**src/logic/scrb_pkg.sv**
```systemverilog
// Package for the serial control register bank: addresses, widths,
// reset contents and the carrier types shared by the bank and its users.
// Assumes one system clock; the serial pins are foreign to that clock.
package scrb_pkg;

    localparam int ADDR_W   = 7;
    localparam int OCTET_W  = 8;
    localparam int WR_COUNT = 22;               // Writable registers 0..21

    typedef logic [ADDR_W-1:0]                  scrb_addr_type;
    typedef logic [OCTET_W-1:0]                 scrb_octet_type;
    typedef logic [WR_COUNT-1:0][OCTET_W-1:0]   scrb_bank_type;
    typedef logic [2:0]                         scrb_bitcnt_type;

    // One sample of the three control pins
    typedef struct packed {
        logic sclk;
        logic sel;
        logic io;
    } scrb_serial_type;

    // Register addresses
    localparam scrb_addr_type MODE_POWER_CONTROL         = 7'h00;
    localparam scrb_addr_type RSSI_LOCK_FILTER_CONTROL   = 7'h01;
    localparam scrb_addr_type PATH_BYPASS_CONTROL        = 7'h02;
    localparam scrb_addr_type OSCILLATOR_BIAS_BAND       = 7'h03;
    localparam scrb_addr_type FIXED_ZERO_REGISTER        = 7'h04;
    localparam scrb_addr_type FIXED_PATTERN_REGISTER     = 7'h05;
    localparam scrb_addr_type BIT_SYNC_CLOCK_SELECT      = 7'h06;
    localparam scrb_addr_type BITRATE_REFERENCE_DIVIDER  = 7'h07;
    localparam scrb_addr_type SWITCHED_CAP_CLOCK_DIVIDER = 7'h08;
    localparam scrb_addr_type CRYSTAL_TRIM               = 7'h09;
    localparam scrb_addr_type SYNTH_SET0_SWALLOW_COUNT   = 7'h0A;
    localparam scrb_addr_type SYNTH_SET0_FEEDBACK_HIGH   = 7'h0B;
    localparam scrb_addr_type SYNTH_SET0_FEEDBACK_LOW    = 7'h0C;
    localparam scrb_addr_type SYNTH_SET0_REFERENCE_HIGH  = 7'h0D;
    localparam scrb_addr_type SYNTH_SET0_REFERENCE_LOW   = 7'h0E;
    localparam scrb_addr_type SYNTH_SET1_SWALLOW_COUNT   = 7'h0F;
    localparam scrb_addr_type SYNTH_SET1_FEEDBACK_HIGH   = 7'h10;
    localparam scrb_addr_type SYNTH_SET1_FEEDBACK_LOW    = 7'h11;
    localparam scrb_addr_type SYNTH_SET1_REFERENCE_HIGH  = 7'h12;
    localparam scrb_addr_type SYNTH_SET1_REFERENCE_LOW   = 7'h13;
    localparam scrb_addr_type FIXED_CONSTANT_REGISTER    = 7'h14;
    localparam scrb_addr_type FREQ_ERROR_COUNT_CONTROL   = 7'h15;
    localparam scrb_addr_type FREQ_ERROR_ESTIMATE        = 7'h16;

    localparam scrb_addr_type LAST_WRITABLE = FREQ_ERROR_COUNT_CONTROL;
    localparam scrb_addr_type READ_ONLY     = FREQ_ERROR_ESTIMATE;
    localparam scrb_addr_type ADDR_MAX      = 7'h7F;
    localparam scrb_addr_type ADDR_STEP     = 7'h01;

    localparam scrb_bitcnt_type BIT_FIRST = 3'h0;
    localparam scrb_bitcnt_type BIT_LAST  = 3'h7;
    localparam scrb_bitcnt_type BIT_STEP  = 3'h1;
    localparam logic            DIR_READ  = 1'b1;
    localparam scrb_octet_type  OCTET_ZERO = 8'h00;

    // Power-down encoding of the operating mode field sits in bits 2:1;
    // the fixed bits are set except in the fixed-zero register 4, which resets to zero; the rest are zero.
    localparam scrb_octet_type MODE_POWER_DOWN_RESET = 8'h01;
    localparam scrb_bank_type BANK_RESET = {
        8'h00, 8'hB5, 8'h00, 8'h00, 8'h00, 8'h00, 8'h00, 8'h00,
        8'h00, 8'h00, 8'h00, 8'h00, 8'h20, 8'hC0, 8'h00, 8'h00,
        8'h10, 8'h00, 8'hC0, 8'h00, 8'h80, MODE_POWER_DOWN_RESET
    };

endpackage

```
**src/logic/scrb_bank.sv**
```systemverilog
// Serial control register bank: 3-wire slave and the applied registers.
// Assumes the host drives serial clock and select; both are sampled on
// clk, so the serial clock must stay well below a quarter of clk.
// Behaviour
// - Twenty-three eight-bit registers, all readable
// - Registers 0 to 21 writable, 22 read-only
// - Every access moves whole eight-bit octets
// - Serial clock ignored while select low
// - Select active high; rising starts sequence
// - Data captured on falling serial clock
// - Address octet: seven bits, then direction
// - Write may start at any writable address
// - Data octets msb first, addresses increment
// - Data line stays input during writes
// - Select release loads shifted settings
// - Single write is address plus one octet
// - Reset leaves the device powered down
// - Read: device drives on rising edges
// - First rising edge after address enables driver
// - Reads leave registers unchanged, auto-increment
`timescale 1ns/1ns
module scrb_bank (
    input  wire logic                    clk,
    input  wire logic                    rst_n,
    input  wire logic                    sclkPin,
    input  wire logic                    selPin,
    input  wire logic                    ioIn,
    output      logic                    ioOut,
    output      logic                    ioOe,
    input  wire scrb_pkg::scrb_octet_type freqErrorValue,
    output      scrb_pkg::scrb_bank_type bank,
    output      logic                    loadPulse
);
    import scrb_pkg::*;

    typedef enum logic [1:0] {
        IDLE,
        ADDRESS,
        WRITING,
        READING
    } scrb_state_type;

    scrb_serial_type pinMeta;
    scrb_serial_type pinSync;
    scrb_serial_type pinLast;
    scrb_state_type  state;
    scrb_bank_type   shadow;
    scrb_octet_type  rxShift;
    scrb_octet_type  txShift;
    scrb_addr_type   addr;
    scrb_bitcnt_type bitCnt;
    logic            txLoaded;

    // all 23 readable
    // Register read mux: writable bank, live estimate, zero beyond
    function automatic scrb_octet_type readByte(scrb_addr_type a,
                                                scrb_bank_type b,
                                                scrb_octet_type ro);
        if (a <= LAST_WRITABLE)
            return b[a[4:0]];
        else if (a == READ_ONLY)
            return ro;
        else
            return OCTET_ZERO;
    endfunction

    // Two flops per pin before anything looks at them
    always_ff @(posedge clk) begin
        pinMeta <= '{sclk: sclkPin, sel: selPin, io: ioIn};
        pinSync <= pinMeta;
        pinLast <= pinSync;
    end

    // Edge decode; gating by select
    wire selRise  = pinSync.sel & ~pinLast.sel;
    wire selFall  = ~pinSync.sel & pinLast.sel;
    wire selOn    = pinSync.sel & pinLast.sel;
    wire sclkFall = selOn & ~pinSync.sclk & pinLast.sclk;
    wire sclkRise = selOn & pinSync.sclk & ~pinLast.sclk;
    wire octetEnd = sclkFall & (bitCnt == BIT_LAST);
    wire scrb_octet_type rxByte = {rxShift[OCTET_W-2:0], pinSync.io};
    wire wrHit    = (state == WRITING) & octetEnd & (addr <= LAST_WRITABLE);
    wire scrb_addr_type nextAddr = (addr == ADDR_MAX) ? addr
                                                      : addr + ADDR_STEP;
    wire scrb_octet_type readNow = readByte(addr, bank, freqErrorValue);

    // Sequence state machine
    always_ff @(posedge clk) begin
        if (!rst_n) begin
            state <= IDLE;
        end else if (selRise) begin
            state <= ADDRESS;
        end else if (selFall) begin
            state <= IDLE;
        end else if (octetEnd && state == ADDRESS) begin
            state <= (rxByte[0] == DIR_READ) ? READING : WRITING;
        end
    end

    // Bit counter and receive shifter; whole octets counted
    always_ff @(posedge clk) begin
        if (!rst_n || selRise) begin
            bitCnt  <= BIT_FIRST;
            rxShift <= OCTET_ZERO;
        end else if (sclkFall) begin
            bitCnt  <= bitCnt + BIT_STEP;
            rxShift <= rxByte;
        end
    end

    // Address capture and increment
    always_ff @(posedge clk) begin
        if (!rst_n) begin
            addr <= MODE_POWER_CONTROL;
        end else if (octetEnd && state == ADDRESS) begin
            addr <= rxByte[OCTET_W-1:1];
        end else if (octetEnd && state != IDLE) begin
            addr <= nextAddr;
        end
    end

    // complete octets only land in shadow
    always_ff @(posedge clk) begin
        if (!rst_n) begin
            shadow <= BANK_RESET;
        end else if (wrHit) begin
            shadow[addr[4:0]] <= rxByte;
        end
    end

    // release loads settings; reset means power-down
    always_ff @(posedge clk) begin
        if (!rst_n) begin
            bank      <= BANK_RESET;
            loadPulse <= 1'b0;
        end else begin
            loadPulse <= selFall;
            if (selFall)
                bank <= shadow;
        end
    end

    // Read driver; off unless reading, first rise enables
    always_ff @(posedge clk) begin
        if (!rst_n || selFall || state != READING) begin
            ioOe     <= 1'b0;
            ioOut    <= 1'b0;
            txShift  <= OCTET_ZERO;
            txLoaded <= 1'b0;
        end else if (sclkRise) begin
            ioOe <= 1'b1;
            if (!txLoaded) begin
                ioOut    <= readNow[OCTET_W-1];
                txShift  <= {readNow[OCTET_W-2:0], 1'b0};
                txLoaded <= 1'b1;
            end else begin
                ioOut   <= txShift[OCTET_W-1];
                txShift <= {txShift[OCTET_W-2:0], 1'b0};
            end
        end else if (octetEnd) begin
            txLoaded <= 1'b0;
        end
    end

endmodule

```
**config.mk**
```make
export PLATFORM = sky130hd
export DESIGN_NAME = scrb_bank
export DESIGN_NICKNAME = d
export VERILOG_FILES = /design/src/logic/scrb_pkg.sv /design/src/logic/scrb_bank.sv
export SDC_FILE = /design/constraint.sdc
export NUM_CORES = 1
export LEC_CHECK = 0
export ABC_AREA = 1
export BUFFER_PORTS_ARGS = -buffer_cell sky130_fd_sc_hd__buf_2
export CAP_MARGIN = 20
export CORE_MARGIN = 1
export CORE_UTILIZATION = 30
export CTS_BUF_LIST = sky130_fd_sc_hd__clkbuf_16
export CTS_CLUSTER_DIAMETER = 200
export DETAILED_ROUTE_END_ITERATION = 10
export GPL_TIMING_DRIVEN = 0
export PLACE_DENSITY_LB_ADDON = 0.25
export SLEW_MARGIN = 25
export SYNTH_ARGS = -nofsm -noshare
export SYNTH_HDL_FRONTEND = slang
export SYNTH_SLANG_ARGS = --single-unit
export TNS_END_PERCENT = 10
```
**constraint.sdc**
```tcl
create_clock -name clk -period 7.2 [get_ports clk]
set_clock_uncertainty 0.1 [all_clocks]
set_input_delay 1.08 -clock clk [delete_from_list [all_inputs] [get_ports clk]]
set_output_delay 1.08 -clock clk [all_outputs]
set_load 0.05 [all_outputs]
```
==> results of run 1 <==
worst register-to-register path, cell delays in order (launching register included):
cell,delay (ps)
dfxtp_1,330
buf_2,230
inv_2,270
clkbuf_1,610
ha_1,260
buf_4,250
inv_1,70
nor3_1,830
nand2_1,220
nor2_1,160
nor2_1,50
nand2_1,70
nand2_1,50
a21oi_1,110
per-layer routing:
layer,vias up,wire length [um],GRT usage
met5,-,0,0
met4,0,1490,0.0673
met3,93,4690,0.0341
met2,599,29700,0.390
met1,7198,27900,0.317
li1,7192,-,-
cells by family (layout without fill, tap and decap cells):
| kind of cell | Yosys count | after routing | share of synthesized area |
|---|---|---|---|
| AOI/OAI and AO/OA | 455 | 455 | 0.161 |
| xor gates and xnor gates | 1 | 1 | 0.000559 |
| adders and majority gates | 9 | 9 | 0.00719 |
| buffers and inverters | 342 | 611 | 0.0898 |
| DFF | 390 | 390 | 0.498 |
| and+or+nand+nor | 890 | 890 | 0.243 |
state kept, by name (all words and copies together) (netlist names), 3 cells and up:
signal,cells
addr,7
bitCnt,3
rxShift,7
bank,176
txShift,7
shadow,176
pinSync,3
pinMeta,3
synth_stat cells (all sizes together):
cell / n
o211ai: 28
o21ai: 152
or2: 1
a2111oi: 1
inv: 203
ha: 9
o22a: 4
o221ai: 2
buf: 52
a21oi: 212
clkbuf: 72
a211oi: 2
dfxtp: 390
a22o: 27
nor2: 65
xor2: 1
o31ai: 1
nor3: 6
nand3: 72
a31oi: 2
nand4: 27
nand2: 719
o22ai: 24
clkinv: 15
metrics by stage:
stage	utilization	power, mW
final	0.365	4.40
after global routing	0.365	4.51
after CTS	0.365	4.42
after detailed placement	0.339	2.33
after global placement	0.339	2.33
after floorplan	-	2.27
power by group through the flow:
stage | Combinational [mW] | Sequential [mW] | Clock [mW]
after CTS | 0.116 | 2.17 | 2.13
after global placement | 0.115 | 2.21 | 0
final | 0.118 | 2.17 | 2.11
after detailed placement | 0.116 | 2.21 | 0
after floorplan | 0.0563 | 2.21 | 0
after global routing | 0.123 | 2.17 | 2.22
how the worst min path moves through the flow:
| stage | from | end | depth (start not counted) |
|---|---|---|---|
| after floorplan | pinMeta[0]$_DFF_P_ | pinSync[0]$_DFF_P_ | 0 |
| after global placement | pinMeta[1]$_DFF_P_ | pinSync[1]$_DFF_P_ | 0 |
| after detailed placement | pinMeta[1]$_DFF_P_ | pinSync[1]$_DFF_P_ | 0 |
| after CTS | pinMeta[1]$_DFF_P_ | pinSync[1]$_DFF_P_ | 0 |
| after global routing | pinMeta[2]$_DFF_P_ | pinSync[2]$_DFF_P_ | 0 |
| final | pinMeta[1]$_DFF_P_ | pinSync[1]$_DFF_P_ | 0 |
final cells by class:
class / instances / area [sq um]
clock buffer: 45 / 1130
fill: 5594 / 32700
buffer: 124 / 573
clock inverter: 33 / 188
inverter: 218 / 836
timing repair buffer: 191 / 956
multi-input combinational: 1355 / 6460
sequential: 390 / 7810
tap: 680 / 851
==> parameters.txt, run 1 <==
Parameter                              Value

Global route
  Maximum number of pins on one net before global-route repair ... 13
  Wire length of the first global-routing pass ... 92,500 um
  Global-route congestion overflow total ... 0
  Initial antenna violation count ... 1
  Vias in the first global route ... 14,300
  Total track usage ... 0.236

Setup path
  Reg-to-Reg End ... txShift[6]$_SDFFE_PP0P_
  Worst setup path startpoint ... addr[0]$_SDFFE_PN0P_
  Critical path class ... reg -> reg
  Required time at the worst-slack endpoint ... 7600 ps
  Cells on worst reg2reg path ... 13
  Endpoint of the most critical setup path ... txShift[6]$_SDFFE_PP0P_
  Critical-path cell with the highest stage delay ... nor3_1
  Total stage count of the critical path ... 13
  Beginning of the worst register-to-register path ... addr[0]$_SDFFE_PN0P_
  Register-to-register setup slack ... 3540 ps
  CP most frequent cell ... nand2_1
  Largest fanout of any net on the critical path ... 11
  CP bufs+invs ... 5
  Arrival time at the worst endpoint ... 4070 ps
  Largest delay contributor family on the critical path ... buffers and inverters
  Kind of end point of the critical path ... flip-flop
  Series of cell instances along the critical path ... buf_2 > inv_2 > clkbuf_1 > ha_1 > buf_4 > inv_1 > nor3_1 > nand2_1 > nor2_1 > nor2_1 > nand2_1 > nand2_1 > a21oi_1
  Critical path launch point type ... flip-flop
  Maximum single-stage delay on the critical path ... 830 ps

Timing
  Crit share post-route ... 0.509
  Unrepaired setup endpoints after global routing ... false
  Setup WS post-layout ... 3540 ps
  Worst Hold Margin ... 224 ps
  Setup violation total in the final timing report ... 0
  Least-Margin Pin Slew ... 1050 ps
  TNS Setup ... 0 ps
  Number of max-slew violations in the final report ... 0
  Worst relative slew slack ... 0.297
  Final number of hold-violating endpoints ... 0
  Fmax ... 273 MHz
  Minimum period implied by the final worst setup slack ... 3660 ps

Routing
  Residual antenna-violating net count after detailed routing ... 0
  Sum of routed wire length over all layers ... 63,800 um
  # DRC ... 0
  Via Count ... 15,100
  Count of TritonRoute iterations in the first routing pass ... 5
  Number of DRC markers after the initial detailed-route iteration ... 1,443
  Routed vias/inst ... 4.97
  Average wire per cell in the routed design ... 21.0 um

Power and ir drop
  Max rail drop VDD ... 169 uV
  Switching power of the nets ... 1.02 mW
  Switching power as a share of total power ... 0.233
  Cell-internal power ... 3.37 mW
  Leakage Power ... 7.77 nW
  Comb power frac ... 0.027
  Part of the power in the clock network ... 0.481
  Power share of the sequential group ... 0.492
  Power per Cell Area ... 234 mW/mm^2

Placement
  Dpl ws ... 3280 ps
  Port bufs ... 191
  RePlAce Congestion ... 0.995
  Count of placed standard cells including taps ... 2,958
  Placed cell area ... 0.0175 sq mm
  Final HPWL from detailed placement ... 46,600 um

Yosys
  Syn_nets ... 2,109
  Number of synthesized register bits ... 390
  Dominant cell type by area after synthesis ... dfxtp_1
  Number of instances in the synthesized netlist ... 2,087
  Post-synthesis instance area ... 0.0157 sq mm
  Biggest area contributors in the synthesized netlist ... dfxtp_1 50%, nand2_1 17%, a21oi_1 6.8%, o21ai_0 4.8%, inv_1 4.6%
  Warning count from the yosys run ... 0
  Area share of the largest cell type after synthesis ... 0.498
  Mean area per synthesized cell ... 7.51 sq um
  Portion of the post-synthesis area used by sequential elements ... 0.498
  Count of distinct cell types in the synthesized netlist ... 40

Floorplan
  Chip width ... 231 um
  Number of top-level pins ... 192
  Number of cell rows ... 83
  Starting density of the core ... 0.304
  Vertical die dimension ... 231 um
  Die area ... 0.0532 sq mm
  Core region area ... 0.0515 sq mm

Outcome
  Outcome ... finished clean

Clocking
  Total of cells resized after clock tree synthesis ... 0
  Number of buffers added to fix hold violations after cts ... 0
  Post-CTS Setup Repair Bufs ... 0
  Clock transition time at the flip-flop clock pins of the worst setup and hold paths ... 60 ps
  Number of buffers created by CTS ... 44
  Clock tree from TritonCTS ... done
  Clock network latency to the later pin of the worst-skew pair ... 580 ps
  CTS sink cnt ... 390
  Number of levels the H-tree was split into ... 2
  Root buf cell ... clkbuf_16
  Maximum number of buffers from clock root to sink ... 3

Layout
  Most common cell after layout, fill and taps aside ... nand2_1
  Highest-count cells in the layout ignoring fill and taps ... 715 x nand2_1, 390 x dfxtp_1, 225 x buf_2
  Net count of the finished layout ... 2,346
  Antenna cells ... 0
  Total non-filler cell area in the finished layout ... 0.0188 sq mm
  Number of standard cells in the final layout excluding fillers ... 3,036
  Synthesis-to-finish area growth ... 19.9%
  Layout cells sized above 1 ... 0.147

Flow run
  Max-capacitance violation count ... 0

Worst hold path
  Worst hold path class ... reg -> reg
Power figures use the tool's default switching activity.
==> run 2, diff against run 1 <==
==> constraint.sdc (replaced) <==
create_clock -name clk -period 3.4 [get_ports clk]
set_clock_uncertainty 0.1 [all_clocks]
set_input_delay 0.51 -clock clk [delete_from_list [all_inputs] [get_ports clk]]
set_output_delay 0.51 -clock clk [all_outputs]
set_load 0.05 [all_outputs]
==> run 2 against run 1 <==
Fmax grew 10%. Critical endpoint is now bank[42]$_SDFFE_PN0P_. Critical path depth shrank 5. Highest routed layer unchanged. Die area is the same. Via count grew 0.42%.
==> parameters.txt, run 2 (synthesis results as in run 1) <==
Parameter                              Value

Routing
  Routed vias/inst ... 4.99 (+0.38%)
  Average wire per cell in the routed design ... 21.0 um (about the same)
  # DRC ... 0 (unchanged)
  Residual antenna-violating net count after detailed routing ... 0 (unchanged)
  Count of TritonRoute iterations in the first routing pass ... 6 (+1)
  Sum of routed wire length over all layers ... 63,800 um (about the same)
  Number of DRC markers after the initial detailed-route iteration ... 1,360 (-5.8%)
  Via Count ... 15,100 (+0.42%)

Timing
  Fmax ... 301 MHz (+10%)
  Least-Margin Pin Slew ... 1060 ps (+7.16 ps)
  Unrepaired setup endpoints after global routing ... true
  Final number of hold-violating endpoints ... 0 (unchanged)
  Crit share post-route ... 0.977 (+0.468)
  TNS Setup ... 0 ps (unchanged)
  Number of max-slew violations in the final report ... 0 (unchanged)
  Setup violation total in the final timing report ... 0 (unchanged)
  Worst relative slew slack ... 0.293 (-0.00477)
  Minimum period implied by the final worst setup slack ... 3320 ps (-342 ps)

Setup path
  Arrival time at the worst endpoint ... 3710 ps (-360 ps)
  Register-to-register setup slack ... 80 ps (-3460 ps)
  Critical path launch point type ... flip-flop
  Critical path class ... reg -> reg
  Required time at the worst-slack endpoint ... 3790 ps (-3810 ps)
  Largest fanout of any net on the critical path ... 10 (-1)
  Kind of end point of the critical path ... flip-flop

Clocking
  Clock network latency to the later pin of the worst-skew pair ... 580 ps (about the same)
  Maximum number of buffers from clock root to sink ... 3 (unchanged)
  Root buf cell ... clkbuf_16
  Number of buffers created by CTS ... 44 (unchanged)
  Number of levels the H-tree was split into ... 2 (unchanged)
  CTS sink cnt ... 390 (unchanged)
  Clock transition time at the flip-flop clock pins of the worst setup and hold paths ... 60 ps (about the same)
  Clock tree from TritonCTS ... done
  Post-CTS Setup Repair Bufs ... 0 (unchanged)

Layout
  Layout fillers ... 5,590 (-0.072%)
  Net count of the finished layout ... 2,347 (+0.043%)
  Multi-input combinational cell area ... 0.00646 sq mm (about the same)
  Number of standard cells in the final layout excluding fillers ... 3,037 (+0.033%)
  Layout cells sized above 1 ... 0.148 (+0.000362)
  Highest-count cells in the layout ignoring fill and taps ... 715 x nand2_1, 390 x dfxtp_1, 225 x buf_2
  Most common cell after layout, fill and taps aside ... nand2_1
  Antenna cells ... 0 (unchanged)
  Synthesis-to-finish area growth ... 20.1%
  Final core area utilization ... 0.365 (+0.000534)
  Sequential standard cell area ... 0.00781 sq mm (unchanged)
  Biggest regs ... bank (176), shadow (176)

Placement
  Final HPWL from detailed placement ... 46,600 um (unchanged)
  Port bufs ... 191 (unchanged)
  RePlAce Congestion ... 0.995 (unchanged)
  Count of placed standard cells including taps ... 2,958 (unchanged)

Global route
  Initial antenna violation count ... 1 (unchanged)
  Wire length of the first global-routing pass ... 92,500 um (about the same)
  Maximum number of pins on one net before global-route repair ... 21 (+8)
  Global-route congestion overflow total ... 0 (unchanged)
  Vias in the first global route ... 14,300 (+0.077%)
  Total track usage ... 0.236 (about the same)

Floorplan
  Die area ... 0.0532 sq mm (unchanged)
  Starting density of the core ... 0.304 (unchanged)
  Chip width ... 231 um (unchanged)
  Vertical die dimension ... 231 um (unchanged)
  Number of top-level pins ... 192 (unchanged)
  Number of cell rows ... 83 (unchanged)
  Core region area ... 0.0515 sq mm (unchanged)

Power and ir drop
  Max rail drop VDD ... 359 uV (+110%)
  Power per Cell Area ... 495 mW/mm^2 (+110%)
  Power consumption ... 9.32 mW (+110%)
  Leakage Power ... 7.78 nW (+0.13%)

Outcome
  Outcome ... finished clean

Worst hold path
  Worst hold path class ... reg -> reg

Flow run
  Max-capacitance violation count ... 0 (unchanged)
-- run 2: changes by cell type in the layout (fill, tap and decap cells not counted), sizes merged --
cell	previous run	this run
dlygate4sd3	0	3
buf	243	242
clkbuf	117	116
-- run 2: metal layers --
layer	GRT usage	up-vias	wire length, um
met5	0	-	0
met4	0.0689	0	1460
met3	0.0340	93	4660
met2	0.390	604	29800
met1	0.317	7249	28000
li1	-	7199	-
-- run 2: final timing paths --
kind	endpoint	from	cells past startpoint
setup / recovery	bank[42]$_SDFFE_PN0P_	pinSync[1]$_DFF_P_	8
hold / removal	pinSync[1]$_DFF_P_	pinMeta[1]$_DFF_P_	0
setup reg to reg	bank[42]$_SDFFE_PN0P_	pinSync[1]$_DFF_P_	8
hold reg to reg	pinSync[1]$_DFF_P_	pinMeta[1]$_DFF_P_	0
-- run 2: report_power, final --
group	total (mW)	switching [mW]	leakage [nW]	internal [mW]
Clock	4.48	1.95	0.694	2.53
Combinational	0.254	0.214	3.94	0.0399
Sequential	4.59	0.00854	3.14	4.58
Total	9.32	2.17	7.78	7.15
-- run 2: layout make-up --
| cell class | instances | area share |
|---|---|---|
| multi-input cells | 1355 | 0.343 |
| well taps | 680 | 0.0452 |
| clock buffers | 45 | 0.0598 |
| inverters | 218 | 0.0444 |
| flip-flops and latches | 390 | 0.415 |
| repair buffers | 194 | 0.0524 |
| clock inverters | 33 | 0.00997 |
| plain buffers | 122 | 0.0300 |
-- run 2: worst max-delay path, cell delays in order (launching register included) --
cell and delay, ps:
dfxtp_1 350, inv_1 70, ha_1 220, nand2_1 400, clkinv_1 340, clkbuf_1 820
clkbuf_1 650, nand2_1 160, o21ai_0 120
-- run 2: repair_timing --
item / in CTS / in global routing
resized for setup: 1 / 0
endpoints found under the setup margin: 146 / 11
pin swaps: 0 / 0
endpoints found under the hold margin: 3 / 0
hold buffers: 3 / 0
-- run 2: through the flow --
stage	hold WS, ps	setup WS (ps)	area [sq um]
2_1_floorplan	210	899	15700
3_3_place_gp	215	-134	17500
3_5_place_dp	213	-135	17500
4_1_cts	227	95.5	18800
5_1_grt	245	-60.2	18800
6_report	226	77.7	18800
